### src/rtl/lcoc_pkg.sv
package lcoc_pkg;

  // Clock rate
  localparam int unsigned CLK_HZ = 50_000_000;
  localparam int unsigned CLK_PER_US = CLK_HZ / 1_000_000;
  localparam int unsigned CLK_PER_MS = CLK_HZ / 1_000;

  // Off-going test pulse on the safety outputs
  localparam int unsigned TEST_PULSE_US = 200;
  localparam int unsigned TEST_PULSE_CYC = TEST_PULSE_US * CLK_PER_US;
  localparam int unsigned TEST_PERIOD_MS = 260;
  localparam int unsigned TEST_PERIOD_CYC = TEST_PERIOD_MS * CLK_PER_MS;

  // Shared switch input timing
  localparam int unsigned SWITCH_DEBOUNCE_MS = 20;
  localparam int unsigned SWITCH_DEBOUNCE_CYC = SWITCH_DEBOUNCE_MS * CLK_PER_MS;
  localparam int unsigned SWITCH_STUCK_MS = 3000;
  localparam int unsigned SWITCH_STUCK_CYC = SWITCH_STUCK_MS * CLK_PER_MS;

  // Length of the output-off window of a remote test
  localparam int unsigned REMOTE_TEST_MS = 50;
  localparam int unsigned REMOTE_TEST_CYC = REMOTE_TEST_MS * CLK_PER_MS;

  // Counter width for the switch and remote-test timers
  localparam int unsigned CNT_W = 28;

  // Reset values
  localparam logic RST_OUT = 1'b0;
  localparam logic RST_LATCH_MODE = 1'b1;

  // Operating states
  typedef enum logic [2:0] {
    ST_POWERUP = 3'b000,
    ST_LATCH   = 3'b001,
    ST_STOP    = 3'b010,
    ST_RUN     = 3'b011,
    ST_TEST    = 3'b100,
    ST_LOCKOUT = 3'b101
  } lcoc_state_e;

endpackage

### src/rtl/lcoc_output_ctrl.sv
`timescale 1ns/100ps
// How it works
// - Latch mode keeps outputs off until reset.
// - Trip mode starts after self-test and clear beams.
// - Trip mode restarts itself once beams clear.
// - One switch input resets, tests and monitors.
// - Switch actuation while running starts a test.
// - Switch actuation in latch or lockout resets.
// - Any blocked beam turns both outputs off.
// - Two outputs carry periodic off-going test pulses.
module lcoc_output_ctrl #(
  parameter int unsigned PERIOD_CYC = lcoc_pkg::TEST_PERIOD_CYC,
  parameter int unsigned PULSE_CYC = lcoc_pkg::TEST_PULSE_CYC,
  parameter int unsigned DEBOUNCE_CYC = lcoc_pkg::SWITCH_DEBOUNCE_CYC,
  parameter int unsigned STUCK_CYC = lcoc_pkg::SWITCH_STUCK_CYC,
  parameter int unsigned TEST_CYC = lcoc_pkg::REMOTE_TEST_CYC
) (
  // Clock, reset, enable
  input wire logic clk_i,
  input wire logic rst_i,
  input wire logic ce_i,
  // Receiver status from on-chip logic
  input wire logic beams_clear_i,
  input wire logic self_test_ok_i,
  input wire logic internal_fault_i,
  // Pins: model strap and shared switch / monitor loop
  input wire logic latch_mode_i,
  input wire logic switch_loop_i,
  // Safety outputs to the machine control elements
  output logic safety_switch_output_a_o,
  output logic safety_switch_output_b_o,
  // Status
  output logic run_o,
  output logic lockout_o,
  output logic test_o
);

  localparam int unsigned W = lcoc_pkg::CNT_W;
  localparam logic [W-1:0] DEB_C = W'(DEBOUNCE_CYC);
  localparam logic [W-1:0] STUCK_C = W'(STUCK_CYC);
  localparam logic [W-1:0] TEST_C = W'(TEST_CYC - 1);

  // Pin synchronisers
  logic sw_meta_q;
  logic sw_sync_q;
  logic md_meta_q;
  logic md_sync_q;

  always_ff @(posedge clk_i) begin
    if (rst_i) begin
      sw_meta_q <= 1'b0;
      sw_sync_q <= 1'b0;
      md_meta_q <= lcoc_pkg::RST_LATCH_MODE;
      md_sync_q <= lcoc_pkg::RST_LATCH_MODE;
    end else if (ce_i) begin
      sw_meta_q <= switch_loop_i;
      sw_sync_q <= sw_meta_q;
      md_meta_q <= latch_mode_i;
      md_sync_q <= md_meta_q;
    end
  end

  // Switch loop: debounced closure then release is one actuation
  logic [W-1:0] press_q;
  logic [W-1:0] press_d;
  logic stuck_q;
  logic stuck_d;
  logic act;

  always_comb begin
    press_d = press_q;
    stuck_d = stuck_q;
    act = 1'b0;
    if (sw_sync_q) begin
      if (press_q < STUCK_C) begin
        press_d = press_q + 1'b1;
      end
      // A loop held closed means a welded contact or jammed switch
      stuck_d = stuck_q || (press_d >= STUCK_C);
    end else begin
      act = (press_q >= DEB_C) && (press_q < STUCK_C);
      press_d = '0;
      stuck_d = 1'b0;
    end
  end

  always_ff @(posedge clk_i) begin
    if (rst_i) begin
      press_q <= '0;
      stuck_q <= 1'b0;
    end else if (ce_i) begin
      press_q <= press_d;
      stuck_q <= stuck_d;
    end
  end

  // Operating state machine
  lcoc_pkg::lcoc_state_e state_q;
  lcoc_pkg::lcoc_state_e state_d;
  logic mode_q;
  logic mode_d;
  logic [W-1:0] tcnt_q;
  logic [W-1:0] tcnt_d;
  logic fault;
  logic stopped;

  assign fault = internal_fault_i || stuck_q;

  always_comb begin
    state_d = state_q;
    mode_d = mode_q;
    tcnt_d = '0;
    // Where a blocked beam leads depends on the model option
    stopped = 1'b0;
    case (state_q)
      lcoc_pkg::ST_POWERUP: begin
        mode_d = md_sync_q;
        if (self_test_ok_i && beams_clear_i) begin
          state_d = md_sync_q ? lcoc_pkg::ST_LATCH : lcoc_pkg::ST_RUN;
        end
      end
      lcoc_pkg::ST_LATCH: begin
        if (act && beams_clear_i) begin
          state_d = lcoc_pkg::ST_RUN;
        end
      end
      lcoc_pkg::ST_STOP: begin
        if (beams_clear_i) begin
          state_d = lcoc_pkg::ST_RUN;
        end
      end
      lcoc_pkg::ST_RUN: begin
        if (!beams_clear_i) begin
          stopped = 1'b1;
        end else if (act) begin
          state_d = lcoc_pkg::ST_TEST;
        end
      end
      lcoc_pkg::ST_TEST: begin
        tcnt_d = tcnt_q + 1'b1;
        if (tcnt_q >= TEST_C) begin
          if (beams_clear_i) begin
            state_d = lcoc_pkg::ST_RUN;
          end else begin
            stopped = 1'b1;
          end
        end
      end
      lcoc_pkg::ST_LOCKOUT: begin
        if (act && !internal_fault_i) begin
          state_d = lcoc_pkg::ST_POWERUP;
        end
      end
      default: begin
        state_d = lcoc_pkg::ST_LOCKOUT;
      end
    endcase
    if (stopped) begin
      state_d = mode_q ? lcoc_pkg::ST_LATCH : lcoc_pkg::ST_STOP;
    end
    if (fault) begin
      state_d = lcoc_pkg::ST_LOCKOUT;
    end
  end

  always_ff @(posedge clk_i) begin
    if (rst_i) begin
      state_q <= lcoc_pkg::ST_POWERUP;
      mode_q <= lcoc_pkg::RST_LATCH_MODE;
      tcnt_q <= '0;
    end else if (ce_i) begin
      state_q <= state_d;
      mode_q <= mode_d;
      tcnt_q <= tcnt_d;
    end
  end

  // Test pulses run only while outputs are on
  logic pulse_a;
  logic pulse_b;

  lcoc_pulse_gen #(
    .PERIOD_CYC(PERIOD_CYC),
    .PULSE_CYC(PULSE_CYC)
  ) u_pulse (
    .clk_i(clk_i),
    .rst_i(rst_i),
    .ce_i(ce_i),
    .run_i(state_q == lcoc_pkg::ST_RUN),
    .pulse_a_o(pulse_a),
    .pulse_b_o(pulse_b)
  );

  // Output registers follow the next state so they line up with state_q
  logic out_a_q;
  logic out_b_q;
  logic run_q;
  logic lock_q;
  logic test_q;
  logic on_d;
  logic out_a_d;
  logic out_b_d;
  logic lock_d;
  logic test_d;

  // Next output levels; a test pulse drops only its own channel
  always_comb begin
    on_d = (state_d == lcoc_pkg::ST_RUN);
    out_a_d = on_d && !pulse_a;
    out_b_d = on_d && !pulse_b;
    lock_d = (state_d == lcoc_pkg::ST_LOCKOUT);
    test_d = (state_d == lcoc_pkg::ST_TEST);
  end

  always_ff @(posedge clk_i) begin
    if (rst_i) begin
      out_a_q <= lcoc_pkg::RST_OUT;
      out_b_q <= lcoc_pkg::RST_OUT;
      run_q <= 1'b0;
      lock_q <= 1'b0;
      test_q <= 1'b0;
    end else if (ce_i) begin
      out_a_q <= out_a_d;
      out_b_q <= out_b_d;
      run_q <= on_d;
      lock_q <= lock_d;
      test_q <= test_d;
    end
  end

  assign safety_switch_output_a_o = out_a_q;
  assign safety_switch_output_b_o = out_b_q;
  assign run_o = run_q;
  assign lockout_o = lock_q;
  assign test_o = test_q;

  // Checks
  a_latch_holds_off: assert property (@(posedge clk_i) disable iff (rst_i)
    (state_q == lcoc_pkg::ST_LATCH) |-> !out_a_q && !out_b_q)
    else $error("outputs on while latched");
  a_auto_start: assert property (@(posedge clk_i) disable iff (rst_i)
    (state_q == lcoc_pkg::ST_POWERUP) && ce_i && self_test_ok_i && beams_clear_i
    && !md_sync_q && !fault |=> run_q) else $error("trip start missed");
  a_auto_restart: assert property (@(posedge clk_i) disable iff (rst_i)
    (state_q == lcoc_pkg::ST_STOP) && ce_i && beams_clear_i && !fault
    |=> (state_q == lcoc_pkg::ST_RUN)) else $error("trip restart missed");
  a_run_test: assert property (@(posedge clk_i) disable iff (rst_i)
    (state_q == lcoc_pkg::ST_RUN) && ce_i && act && beams_clear_i && !fault
    |=> test_q && !out_a_q && !out_b_q) else $error("test not started");
  a_latch_reset: assert property (@(posedge clk_i) disable iff (rst_i)
    (state_q == lcoc_pkg::ST_LATCH) && ce_i && act && beams_clear_i && !fault
    |=> run_q) else $error("latch reset ignored");
  a_lock_reset: assert property (@(posedge clk_i) disable iff (rst_i)
    (state_q == lcoc_pkg::ST_LOCKOUT) && ce_i && act && !fault
    |=> (state_q == lcoc_pkg::ST_POWERUP) && !lock_q) else $error("lockout reset ignored");
  a_block_stops: assert property (@(posedge clk_i) disable iff (rst_i)
    ce_i && !beams_clear_i |=> !out_a_q && !out_b_q) else $error("blocked beam left on");
  a_fault_locks: assert property (@(posedge clk_i) disable iff (rst_i)
    ce_i && fault |=> lock_q && !out_a_q && !out_b_q) else $error("fault not locked out");
  a_pulse_drop: assert property (@(posedge clk_i) disable iff (rst_i)
    ce_i && pulse_a && on_d |=> !out_a_q && out_b_q) else $error("test pulse misplaced");

endmodule

### src/rtl/lcoc_pulse_gen.sv
`timescale 1ns/100ps
module lcoc_pulse_gen #(
  parameter int unsigned PERIOD_CYC = lcoc_pkg::TEST_PERIOD_CYC,
  parameter int unsigned PULSE_CYC = lcoc_pkg::TEST_PULSE_CYC
) (
  // Clock and control
  input wire logic clk_i,
  input wire logic rst_i,
  input wire logic ce_i,
  input wire logic run_i,
  // Test pulse requests, one per channel
  output logic pulse_a_o,
  output logic pulse_b_o
);

  localparam int unsigned W = $clog2(PERIOD_CYC);
  localparam logic [W-1:0] LAST = W'(PERIOD_CYC - 1);
  localparam logic [W-1:0] A_START = W'(PERIOD_CYC - PULSE_CYC);
  localparam logic [W-1:0] B_START = W'(PERIOD_CYC / 2 - PULSE_CYC);
  localparam logic [W-1:0] B_END = W'(PERIOD_CYC / 2);

  logic [W-1:0] cnt_q;
  logic [W-1:0] cnt_d;
  logic pa_q;
  logic pa_d;
  logic pb_q;
  logic pb_d;

  // Period counter; channels pulse half a period apart so one always conducts
  always_comb begin
    cnt_d = cnt_q;
    pa_d = 1'b0;
    pb_d = 1'b0;
    if (!run_i) begin
      cnt_d = '0;
    end else begin
      cnt_d = (cnt_q == LAST) ? '0 : cnt_q + 1'b1;
      pa_d = (cnt_d >= A_START);
      pb_d = (cnt_d >= B_START) && (cnt_d < B_END);
    end
  end

  always_ff @(posedge clk_i) begin
    if (rst_i) begin
      cnt_q <= '0;
      pa_q <= 1'b0;
      pb_q <= 1'b0;
    end else if (ce_i) begin
      cnt_q <= cnt_d;
      pa_q <= pa_d;
      pb_q <= pb_d;
    end
  end

  assign pulse_a_o = pa_q;
  assign pulse_b_o = pb_q;

  a_pulse_disjoint: assert property (@(posedge clk_i) disable iff (rst_i)
    pa_q |-> !pb_q) else $error("both channels pulsed at once");

endmodule

### config.mk
export PLATFORM = sky130hd
export DESIGN_NAME = lcoc_output_ctrl
export DESIGN_NICKNAME = d
export VERILOG_FILES = /design/src/rtl/lcoc_pkg.sv /design/src/rtl/lcoc_output_ctrl.sv /design/src/rtl/lcoc_pulse_gen.sv
export SDC_FILE = /design/constraint.sdc
export NUM_CORES = 1
export LEC_CHECK = 0
export ABC_CLOCK_PERIOD_IN_PS = 3360
export BUFFER_PORTS_ARGS = -buffer_cell sky130_fd_sc_hd__buf_2
export CORE_MARGIN = 1.5
export CORE_UTILIZATION = 60
export CTS_CLUSTER_DIAMETER = 150
export CTS_CLUSTER_SIZE = 25
export DETAILED_ROUTE_END_ITERATION = 7
export GPL_TIMING_DRIVEN = 1
export PLACE_DENSITY = 0.74
export SYNTH_ARGS = -nofsm -noshare
export SYNTH_HDL_FRONTEND = slang
export SYNTH_SLANG_ARGS = --single-unit
### constraint.sdc
create_clock -name clk_i -period 3.36 [get_ports clk_i]
set_input_delay 0.168 -clock clk_i [delete_from_list [all_inputs] [get_ports clk_i]]
set_output_delay 0.168 -clock clk_i [all_outputs]
set_load 0.01 [all_outputs]
### Word level (Yosys, flattened, before mapping)

Cells that the tools add are included.

| word-level totals | value |
|---|---|
| register bits after elaboration | 96 |
| bits of input ports | 8 |
| output and inout port bits | 5 |
| logic and storage cells | 75 |

| cells by class | value |
|---|---|
| add/sub/neg operators | 3 |
| $lt $le $gt $ge | 7 |
| equal/unequal tests | 9 |
| muxes and demuxes | 25 |
| reductions and logical operators | 14 |

Operators by type and width:

| cell | count |
|---|---|
| 28-bit two-way mux | 4 |
| 28-bit by 1-bit adder with 28-bit output (second input constant) | 2 |
| 24-bit two-way mux | 2 |
| 28-bit by 20-bit >= comparator with 1-bit output (second input constant) | 1 |
| 28-bit by 22-bit >= comparator with 1-bit output (second input constant) | 1 |
| 28-bit >= comparator (second input constant) | 1 |
| 28-bit less-than comparator (second input constant) | 1 |
| 3-bit two-way mux | 9 |
| 24-bit by 1-bit adder with 24-bit output (second input constant) | 1 |
| 24-bit equality test (second input constant) | 1 |
| 24-bit by 23-bit >= comparator with 1-bit output (second input constant) | 1 |
| 24-bit >= comparator (second input constant) | 1 |
| 24-bit by 23-bit less-than comparator with 1-bit output (second input constant) | 1 |
| 3-bit one-hot mux with 6 select lines | 1 |
| 3-bit equality test (second input constant) | 4 |
| 3-bit by 2-bit equality test with 1-bit output (second input constant) | 3 |
| 1-bit logical AND | 7 |
| 1-bit two-way mux | 6 |
| 2-bit two-way mux | 2 |
| 3-bit by 1-bit equality test with 1-bit output (second input constant) | 1 |
| 1-bit zero test | 3 |
| 3-bit zero test | 1 |
| 1-bit logical OR | 2 |
| 1-bit one-hot mux with 2 select lines | 1 |
| 2-bit AND reduction | 1 |

### Logic depth before layout (Yosys ltp)

Gate-level depths: netlist (run 1).

| depth | value |
|---|---|
| depth after elaboration | 10 |
| gate-level depth with buffers | 10 |
| mapped depth without buffers | 9 |

### Modules after synthesis

Synthesis (run 1) repeated with hierarchy kept, for this count alone.

| second synthesis, totals | value |
|---|---|
| cell total of the unflattened synthesis | 796 |
| area total of the unflattened synthesis | 5926.9 um^2 |

Modules (own cells, without submodules):

| module | times used | cells each | area each (um^2) | sequential area each (um^2) |
|---|---|---|---|---|
| lcoc_output_ctrl | 1 | 521 | 3983.8 | 1401.3 |
| lcoc_pulse_gen | 1 | 275 | 1943.1 | 520.5 |

### Least setup slack after synthesis (run 1)

OpenSTA, ideal clock, no wires.

| path | value |
|---|---|
| path type | register -> register |
| start point | reg press_q[16] |
| end point | reg out_a_q, in the netlist safety_switch_output_a_o |
| setup time | 69 ps |
| arrival time | 2469 ps |
| required time | 3291 ps |
| setup slack | 822 ps |
| stages on the path, launching flop included | 10 |
| path buffers | 1 |
| clock period less this slack | 2538 ps |
| cells stage by stage | dfxtp_1 > buf_6 > nor4_2 > a21oi_1 > o2111a_1 > or4_4 > o31a_1 > a21o_1 > a2111o_1 > o21ai_1 |

| between the ends | value |
|---|---|
| word-level cells in the longest chain between the ends | 10 |
| elaborated cells between the ends (all ways) | 15 |
| classes of those cells | order compare: 2; eq/ne: 1; mux: 8; reduce/logical: 4 |

RTL lines:

| item | line | text |
|---|---|---|
| start: declaration | lcoc_output_ctrl.sv:64 | `logic [W-1:0] press_q;` |
| start signal: assignment | lcoc_output_ctrl.sv:92 | `press_q <= press_d;` |
| 28-bit by 20-bit >= comparator with 1-bit output / 28-bit less-than comparator (equally long branches) | lcoc_output_ctrl.sv:81 | `act = (press_q >= DEB_C) && (press_q < STUCK_C);` |
| 1-bit logical AND * | lcoc_output_ctrl.sv:81 |  |
| 1-bit two-way mux * | lcoc_output_ctrl.sv:74 | `if (sw_sync_q) begin` |
| 3-bit two-way mux, or another cell as far along | lcoc_output_ctrl.sv:135 | `end else if (act) begin` |
| 3-bit two-way mux (on tied branches) | lcoc_output_ctrl.sv:133, lcoc_output_ctrl.sv:123, lcoc_output_ctrl.sv:150 |  |
| 3-bit one-hot mux with 6 select lines * | lcoc_output_ctrl.sv:115 | `case (state_q)` |
| 3-bit two-way mux * | lcoc_output_ctrl.sv:158 | `if (stopped) begin` |
| 3-bit two-way mux * | lcoc_output_ctrl.sv:161 | `if (fault) begin` |
| 3-bit by 2-bit equality test with 1-bit output * | lcoc_output_ctrl.sv:208 | `on_d = (state_d == lcoc_pkg::ST_RUN);` |
| 1-bit logical AND * | lcoc_output_ctrl.sv:209 | `out_a_d = on_d && !pulse_a;` |
| end signal: assignment | lcoc_output_ctrl.sv:217 | `out_a_q <= lcoc_pkg::RST_OUT;` |
| end signal: assignment | lcoc_output_ctrl.sv:223 | `out_a_q <= out_a_d;` |
| end: declaration | lcoc_output_ctrl.sv:195 | `logic out_a_q;` |

Mark *: on every way between the ends. The rest lies on a longest branch, timed or not.
A chain may end at the register's enable or synchronous reset.

### Final worst setup path (run 1)

| path | value |
|---|---|
| start point | reg u_pulse.cnt_q[0] |
| end point | reg u_pulse.pa_q, in the netlist u_pulse.pulse_a_o |

| between the ends | value |
|---|---|
| word-level cells in the longest chain between the ends | 4 |
| elaborated cells between the ends (all ways) | 5 |
| classes of those cells | add/sub: 1; order compare: 1; eq/ne: 1; mux: 2 |

RTL lines:

| item | line | text |
|---|---|---|
| start: declaration | lcoc_pulse_gen.sv:22 | `logic [W-1:0] cnt_q;` |
| start signal: assignment | lcoc_pulse_gen.sv:49 | `cnt_q <= cnt_d;` |
| 24-bit by 1-bit adder with 24-bit output / 24-bit equality test (equally long branches) | lcoc_pulse_gen.sv:37 | `cnt_d = (cnt_q == LAST) ? '0 : cnt_q + 1'b1;` |
| 24-bit two-way mux * | lcoc_pulse_gen.sv:37 |  |
| 24-bit >= comparator * | lcoc_pulse_gen.sv:38 | `pa_d = (cnt_d >= A_START);` |
| 1-bit two-way mux * | lcoc_pulse_gen.sv:34 | `if (!run_i) begin` |
| end signal: assignment | lcoc_pulse_gen.sv:50 | `pa_q <= pa_d;` |
| end: declaration | lcoc_pulse_gen.sv:24 | `logic pa_q;` |

Marked as above.

==> flow_summary.json, run 1 <==
{
  "outcome": "finished, final reports clean",
  "pin_count_of_the_biggest_net_entering_global_routing": 55,
  "grt_overflow_total": 0,
  "cts.path.max_buffers": 2,
  "io-pin-count": 13,
  "power.share.sequential_pct": 59.0,
  "synth-edff-count": 0,
  "worst_hold_startpoint": "latch_mode_i",
  "routabilityCongestion": 0.965,
  "p_leak_nw": 2.03,
  "r2r-start": "u_pulse.cnt_q[0]",
  "cell_row_count": 35,
  "syn_nets": 804,
  "setup_viol": 0,
  "grt_use_total_pct": 28.3,
  "multi_input_area_um2": 3580,
  "power_density_nw_per_um2": 325,
  "post_drt_via_cell_ratio": 6.22,
  "yosys.area_share.adder_pct": 0.864,
  "share_clk_of_total_power_pct": 36.2,
  "avgSynthCellArea_um2": 7.31,
  "synth_xor_xnor_area_share_pct": 6.20,
  "cp_class": "reg2reg",
  "num-nets-final": 781,
  "detail-route-antenna-nets": 0,
  "synth.top_cells.by_area": "sky130_fd_sc_hd__dfxtp_1, sky130_fd_sc_hd__nor2_1, sky130_fd_sc_hd__nand2_1, sky130_fd_sc_hd__a21oi_1, sky130_fd_sc_hd__nand3_1",
  "first_global_vias": 5012,
  "worst_slew_margin_pct": 41.6,
  "floorplan.die.width_um": 101,
  "design_power_mw": 1.96,
  "worstPathRequired_ns": 3.63,
  "r2r_setup_slack_ns": 0.40,
  "place_inst": 887,
  "worst_setup_path_startpoint": "u_pulse.cnt_q[0]",
  "drt_first_iter_violations": 421,
  "synth_simple_gate_area_share_pct": 33.2,
  "diodes": 0,
  "share_of_synthesized_area_spent_on_multiplexers_pct": 3.09,
  "slew_viol_final": 0,
  "dp_hpwl_mm": 9.88,
  "power.internal_mw": 1.45,
  "power_frac_comb_pct": 4.9,
  "fmax_ghz": 0.338,
  "layout-drive-gt1-share_pct": 6.98,
  "syn2layout_area_growth_pct": 4.13,
  "aggregate_negative_setup_slack_ns": 0,
  "netSwitchingFraction_pct": 26.2,
  "final_cell_count_no_fill": 903,
  "routed_wl_per_cell_um": 15.7,
  "finish.instance_area_um2": 6030,
  "synth_top_family_by_area": "simple AND/OR/NAND/NOR gates",
  "worst_ir_drop_on_vdd_mv": 0.279,
  "placed_cell_area_um2": 5850,
  "finalCriticalPeriod_ns": 2.96,
  "yosys.area.top_type_share_pct": 33.2,
  "first_pass_iters": 6,
  "clockRootBuffer": "sky130_fd_sc_hd__clkbuf_8",
  "worst_setup_hold_path_clk_slew_ns": 0.10,
  "synth_cells": 792,
  "postSynth.topFlopCell": "sky130_fd_sc_hd__dfxtp_1",
  "die-area_um2": 10200,
  "critPathCaptureType": "flip-flop",
  "fillers": 869,
  "layout.area.seq_um2": 1920,
  "htree_num_levels": 3,
  "synth_seq_area_share_pct": 33.2,
  "initial_standard_cell_utilization_of_the_core_pct": 62.4,
  "crit_arrival_ns": 3.23,
  "most_used_standard_cell_by_instance_count_after_synthesis": "sky130_fd_sc_hd__nor2_1",
  "cts_inserted_buffers": 9,
  "routed_wl_mm": 14.2,
  "fp.coreArea_um2": 9280,
  "timing.max_cap.violations": 0,
  "min_period_over_period_pct": 88.1,
  "max_slew.worst_pin.slew_ns": 0.865,
  "portBuffers": 12,
  "synth_largest_area_cell": "sky130_fd_sc_hd__dfxtp_1",
  "worstSetupStartpointType": "flip-flop",
  "routed-via-count": 5613,
  "synth_warnings": 0,
  "ctsHoldBuffers": 0,
  "cts.repair_timing.setup_buffer_count": 0,
  "rsz0062_at_grt": "false",
  "antenna_found_initial": 0,
  "synth_seq_cells": 96,
  "clk-insertion-delay-late_ns": 0.38,
  "critical_path_peak_fanout": 7,
  "worstReg2RegEnd": "u_pulse.pulse_a_o",
  "post_cts.resized_instances": 0,
  "fin_skew_ns": 0.0112,
  "worst_r2r_path_depth": 9,
  "global_route_wire_length_before_repair_mm": 23.3,
  "synth_cell_type_count": 68,
  "post_synth_instance_area_um2": 5790,
  "die_height_um": 101,
  "post-route-drc-count": 0,
  "clock_tree_from_tritoncts": "built",
  "synth_compound_area_share_pct": 18.5,
  "worst_min_delay_path_class": "in2reg",
  "clock-sinks": 96,
  "power_switching_mw": 0.513,
  "hold_path_end": "md_meta_q",
  "synth.cells.most_frequent": "sky130_fd_sc_hd__nor2_1, sky130_fd_sc_hd__dfxtp_1, sky130_fd_sc_hd__nand2_1",
  "report.final.hold_viol_count": 0,
  "postSynth.asyncResetShare_pct": 0,
  "whs_path_depth": 3
}
metal layers:
layer / part of all wire [%] / vias to the layer above / track usage [%] / wire length, um
li1: - / 2795 / - / -
met1: 45 / 2615 / 36.9 / 6380
met2: 47 / 180 / 47.8 / 6610
met3: 6.8 / 23 / 4.97 / 958
met4: 1.4 / 0 / 8.97 / 205
met5: 0 / - / 0 / 0
area by class of cell:
| class | count | area share, % |
|---|---|---|
| Clock buffer | 9 | 2.05 |
| Tap cell | 129 | 2.68 |
| Sequential cell | 96 | 31.9 |
| Timing Repair Buffer | 20 | 1.99 |
| Clock inverter | 7 | 0.892 |
| Inverter | 17 | 1.06 |
| Multi-Input combinational cell | 625 | 59.4 |
cells in the final DEF, fill, tap and decap left out, types with 4 or more instances in the layout:
cell type | netlist | layout
sky130_fd_sc_hd__and4_1 | 5 | 5
sky130_fd_sc_hd__or4_1 | 7 | 7
sky130_fd_sc_hd__or3_1 | 14 | 14
sky130_fd_sc_hd__ha_1 | 4 | 4
sky130_fd_sc_hd__o21ai_0 | 37 | 37
sky130_fd_sc_hd__xnor2_1 | 22 | 22
sky130_fd_sc_hd__o31a_1 | 4 | 4
sky130_fd_sc_hd__o31ai_1 | 7 | 7
sky130_fd_sc_hd__a31oi_1 | 6 | 6
sky130_fd_sc_hd__mux2i_1 | 10 | 10
sky130_fd_sc_hd__nor3_1 | 32 | 32
sky130_fd_sc_hd__xor2_1 | 19 | 19
sky130_fd_sc_hd__nand3_1 | 42 | 42
sky130_fd_sc_hd__nand4_1 | 17 | 17
sky130_fd_sc_hd__nor4_1 | 14 | 14
sky130_fd_sc_hd__mux2_2 | 6 | 6
sky130_fd_sc_hd__nand2_1 | 92 | 92
sky130_fd_sc_hd__a22oi_1 | 19 | 19
sky130_fd_sc_hd__dfxtp_1 | 96 | 96
sky130_fd_sc_hd__and2_1 | 5 | 5
sky130_fd_sc_hd__a21oi_1 | 48 | 48
sky130_fd_sc_hd__o311ai_0 | 6 | 6
sky130_fd_sc_hd__inv_1 | 15 | 15
sky130_fd_sc_hd__clkbuf_8 | 0 | 9
sky130_fd_sc_hd__buf_2 | 8 | 12
sky130_fd_sc_hd__and3_1 | 21 | 21
sky130_fd_sc_hd__or2_2 | 5 | 5
sky130_fd_sc_hd__nor2_1 | 124 | 124
sky130_fd_sc_hd__buf_4 | 0 | 8
worst max path at each step:
stage | endpoint | slack, ns | cells after the start
floorplan | safety_switch_output_a_o | 0.82 | 9
global placement | safety_switch_output_b_o | 0.58 | 8
detailed placement | safety_switch_output_a_o | 0.47 | 8
CTS | safety_switch_output_a_o | 0.44 | 8
global route | safety_switch_output_a_o | 0.27 | 8
finish | u_pulse.pulse_a_o | 0.40 | 9
cell families (layout without fill, tap and decap cells):
| group | Yosys count | after routing |
|---|---|---|
| compound gates | 165 | 165 |
| buf+inv | 71 | 53 |
| mux | 17 | 17 |
| simple gates | 398 | 398 |
| flops | 96 | 96 |
| fa+ha+maj | 4 | 4 |
| xor+xnor | 41 | 41 |
state kept, by name, summed over array words and instances (netlist names), 3 cells and up:
| signal | flops |
|---|---|
| state_q | 3 |
| press_q | 28 |
| u_pulse.cnt_q | 24 |
| tcnt_q | 28 |
worst max-delay path, cell delays in order (launching register included):
cell                        delay (ns)
sky130_fd_sc_hd__dfxtp_1          0.40
sky130_fd_sc_hd__ha_1             0.29
sky130_fd_sc_hd__nand3_1          0.15
sky130_fd_sc_hd__or3_1            0.45
sky130_fd_sc_hd__nor4_2           0.64
sky130_fd_sc_hd__o21bai_1         0.22
sky130_fd_sc_hd__mux2i_1          0.18
sky130_fd_sc_hd__a2bb2oi_1        0.18
sky130_fd_sc_hd__o31ai_1          0.10
sky130_fd_sc_hd__a41o_1           0.25
metrics by stage:
stage | util [%] | setup slack [ns] | hold WS (ns)
2_1_floorplan | - | 0.822 | 0.296
3_3_place_gp | 63.0 | 0.580 | 0.384
3_5_place_dp | 63.0 | 0.466 | 0.402
4_1_cts | 64.9 | 0.440 | 0.000950
5_1_grt | 64.9 | 0.269 | 0.0355
6_report | 64.9 | 0.400 | 0.00534
power by group through the flow:
stage               Combinational [mW]  Clock [mW]  Sequential [mW]
floorplan                       0.0703           0             1.18
global placement                0.0930           0             1.18
detailed placement              0.0956           0             1.18
CTS                             0.0957       0.725             1.16
global route                     0.108       0.770             1.16
finish                          0.0954       0.710             1.16
No activity file was read; power rests on OpenSTA's default activity.
==> run 2, diff against run 1 <==
--- a/config.mk
+++ b/config.mk
@@ -8,12 +8,12 @@
 export ABC_CLOCK_PERIOD_IN_PS = 3360
 export BUFFER_PORTS_ARGS = -buffer_cell sky130_fd_sc_hd__buf_2
 export CORE_MARGIN = 1.5
-export CORE_UTILIZATION = 60
+export CORE_UTILIZATION = 55
 export CTS_CLUSTER_DIAMETER = 150
 export CTS_CLUSTER_SIZE = 25
 export DETAILED_ROUTE_END_ITERATION = 7
 export GPL_TIMING_DRIVEN = 1
-export PLACE_DENSITY = 0.74
+export PLACE_DENSITY = 0.68
 export SYNTH_ARGS = -nofsm -noshare
 export SYNTH_HDL_FRONTEND = slang
 export SYNTH_SLANG_ARGS = --single-unit
==> run 2 against run 1 <==
Against the previous run:
- design area up 0.73%
- non-clock buffer count up 5
- critical path depth down 1
- core utilization down 5.9 points
- wire length up 2.1%
==> flow_summary.json, run 2 (synthesis gave the netlist of run 1 again) <==
{
  "outcome": "finished, final reports clean",
  "power_frac_comb_pct": 5.0,
  "worst_setup_hold_path_clk_slew_ns": 0.09,
  "setup_viol": 0,
  "ctsHoldBuffers": 0,
  "die_height_um": 106,
  "timing.max_cap.violations": 0,
  "worst_setup_path_startpoint": "press_q[9]",
  "max_slew.worst_pin.slew_ns": 0.802,
  "finish.instance_area_um2": 6070,
  "first_global_vias": 4956,
  "routed-via-count": 5669,
  "grt_use_total_pct": 27.0,
  "worst_min_delay_path_class": "in2reg",
  "critical-path-slowest-cell": "sky130_fd_sc_hd__or4_4",
  "diodes": 0,
  "htree_num_levels": 3,
  "max_stage_delay_ns": 0.59,
  "syn2layout_area_growth_pct": 4.88,
  "detail-route-antenna-nets": 0,
  "p_leak_nw": 2.06,
  "cell_row_count": 37,
  "finalCriticalPeriod_ns": 2.91,
  "post_cts.resized_instances": 0,
  "layout.cells.most_common": "sky130_fd_sc_hd__nor2_1",
  "worst_hold_startpoint": "latch_mode_i",
  "io-pin-count": 13,
  "antenna_found_initial": 0,
  "dp_hpwl_mm": 10.2,
  "power_switching_mw": 0.498,
  "fillers": 1020,
  "r2r_setup_slack_ns": 0.45,
  "crit_end": "safety_switch_output_a_o",
  "num-nets-final": 786,
  "global_route_wire_length_before_repair_mm": 24.2,
  "routed_wl_mm": 14.4,
  "rsz0062_at_grt": "false",
  "worst_r2r_path_depth": 8,
  "drt_first_iter_violations": 517,
  "min_period_over_period_pct": 86.5,
  "critical_path_peak_fanout": 11,
  "fmax_ghz": 0.344,
  "fin_skew_ns": 0.0126,
  "post_drt_via_cell_ratio": 6.20,
  "slew_viol_final": 0,
  "power_density_nw_per_um2": 323,
  "hold-worst-slack_ns": 0.00890,
  "share_clk_of_total_power_pct": 36.1,
  "grt_overflow_total": 0,
  "power.internal_mw": 1.47,
  "worst_slew_margin_pct": 46.2,
  "layout.cells.most_common_list": "sky130_fd_sc_hd__nor2_1, sky130_fd_sc_hd__dfxtp_1, sky130_fd_sc_hd__nand2_1",
  "clock-sinks": 96,
  "fp.coreArea_um2": 10300,
  "cts.path.max_buffers": 2,
  "final_cell_count_no_fill": 915,
  "die-area_um2": 11200,
  "worstReg2RegEnd": "safety_switch_output_a_o",
  "layout-drive-gt1-share_pct": 7.32,
  "crit_arrival_ns": 3.23,
  "top_regs": "press_q: 28 flops, tcnt_q: 28 flops, u_pulse.cnt_q: 24 flops",
  "worst_ir_drop_on_vdd_mv": 0.464,
  "critPathCaptureType": "flip-flop",
  "netSwitchingFraction_pct": 25.3,
  "cts_inserted_buffers": 9,
  "r2r-start": "press_q[9]",
  "cts.repair_timing.setup_buffer_count": 0,
  "cp_cell_sequence": "nor3_1, a211oi_2, o2111a_1, or4_4, o31a_1, a21o_1, a2111o_1, o21ai_1",
  "placed_cell_area_um2": 5900,
  "aggregate_negative_setup_slack_ns": 0,
  "worstSetupStartpointType": "flip-flop",
  "clk-insertion-delay-late_ns": 0.39,
  "portBuffers": 12,
  "first_pass_iters": 5,
  "clockRootBuffer": "sky130_fd_sc_hd__clkbuf_8",
  "report.final.hold_viol_count": 0,
  "floorplan.die.width_um": 106,
  "initial_standard_cell_utilization_of_the_core_pct": 56.3,
  "place_inst": 899,
  "post-route-drc-count": 0,
  "power.share.sequential_pct": 58.9,
  "routabilityCongestion": 0.901,
  "pin_count_of_the_biggest_net_entering_global_routing": 55,
  "cp_class": "reg2reg",
  "worstPathRequired_ns": 3.68,
  "routed_wl_per_cell_um": 15.8,
  "clock_tree_from_tritoncts": "built"
}
==> run 2: changes by cell type in the layout (fill, tap and decap cells not counted) <==
cell                         change
sky130_fd_sc_hd__buf_4           +5
sky130_fd_sc_hd__clkbuf_1        +2
sky130_fd_sc_hd__clkbuf_8        +1
sky130_fd_sc_hd__clkinv_2        -1
sky130_fd_sc_hd__clkinv_4        +1
sky130_fd_sc_hd__clkinvlp_4      -1
sky130_fd_sc_hd__inv_6           -1
sky130_fd_sc_hd__inv_8           -1
==> run 2: worst min-delay path by stage <==
stage | to | slack, ns | cells past startpoint
after CTS | md_meta_q | 0.003 | 3
after global placement | md_meta_q | 0.41 | 3
after floorplan | md_meta_q | 0.30 | 2
after detailed placement | md_meta_q | 0.41 | 3
final | md_meta_q | 0.009 | 3
after global routing | md_meta_q | 0.002 | 3
==> run 2: routing by layer <==
| layer | share of wire (%) | GRT usage [%] | vias to the layer above |
|---|---|---|---|
| met1 | 47 | 37.5 | 2674 |
| met4 | 1.2 | 7.72 | 0 |
| met2 | 45 | 41.9 | 180 |
| met3 | 6.6 | 6.12 | 14 |
| li1 | - | - | 2801 |
| met5 | 0 | 0 | - |
==> run 2: metrics by stage <==
step           worst slack (ns)  utilization [%]  power, mW
2_1_floorplan             0.822                -       1.25
3_3_place_gp              0.551             57.4       1.28
3_5_place_dp              0.516             57.4       1.28
4_1_cts                   0.486             59.1       1.98
5_1_grt                   0.257             59.1       2.03
6_report                  0.454             59.1       1.96
==> run 2: cell type report <==
| type | instances | area, um2 | area share (%) |
|---|---|---|---|
| well taps | 136 | 170 | 2.80 |
| flip-flops and latches | 96 | 1920 | 31.7 |
| repair buffers | 25 | 158 | 2.60 |
| inverters | 17 | 63.8 | 1.05 |
| multi-input cells | 625 | 3580 | 59.0 |
| clock inverters | 4 | 30.0 | 0.495 |
| clock buffers | 12 | 145 | 2.39 |
==> run 2: power groups by stage <==
stage,Sequential (mW),Combinational (mW),Clock [mW]
final,1.16,0.0991,0.708
after global routing,1.16,0.110,0.766
after CTS,1.16,0.0994,0.728
after detailed placement,1.18,0.0989,0
after global placement,1.18,0.0975,0
after floorplan,1.18,0.0703,0
==> run 2: critical path, delay by kind of cell (launching register included) <==
| family | cells | cell delay, ns |
|---|---|---|
| DFF | 1 | 0.41 |
| and+or+nand+nor | 2 | 0.92 |
| AOI/OAI and AO/OA | 6 | 1.51 |
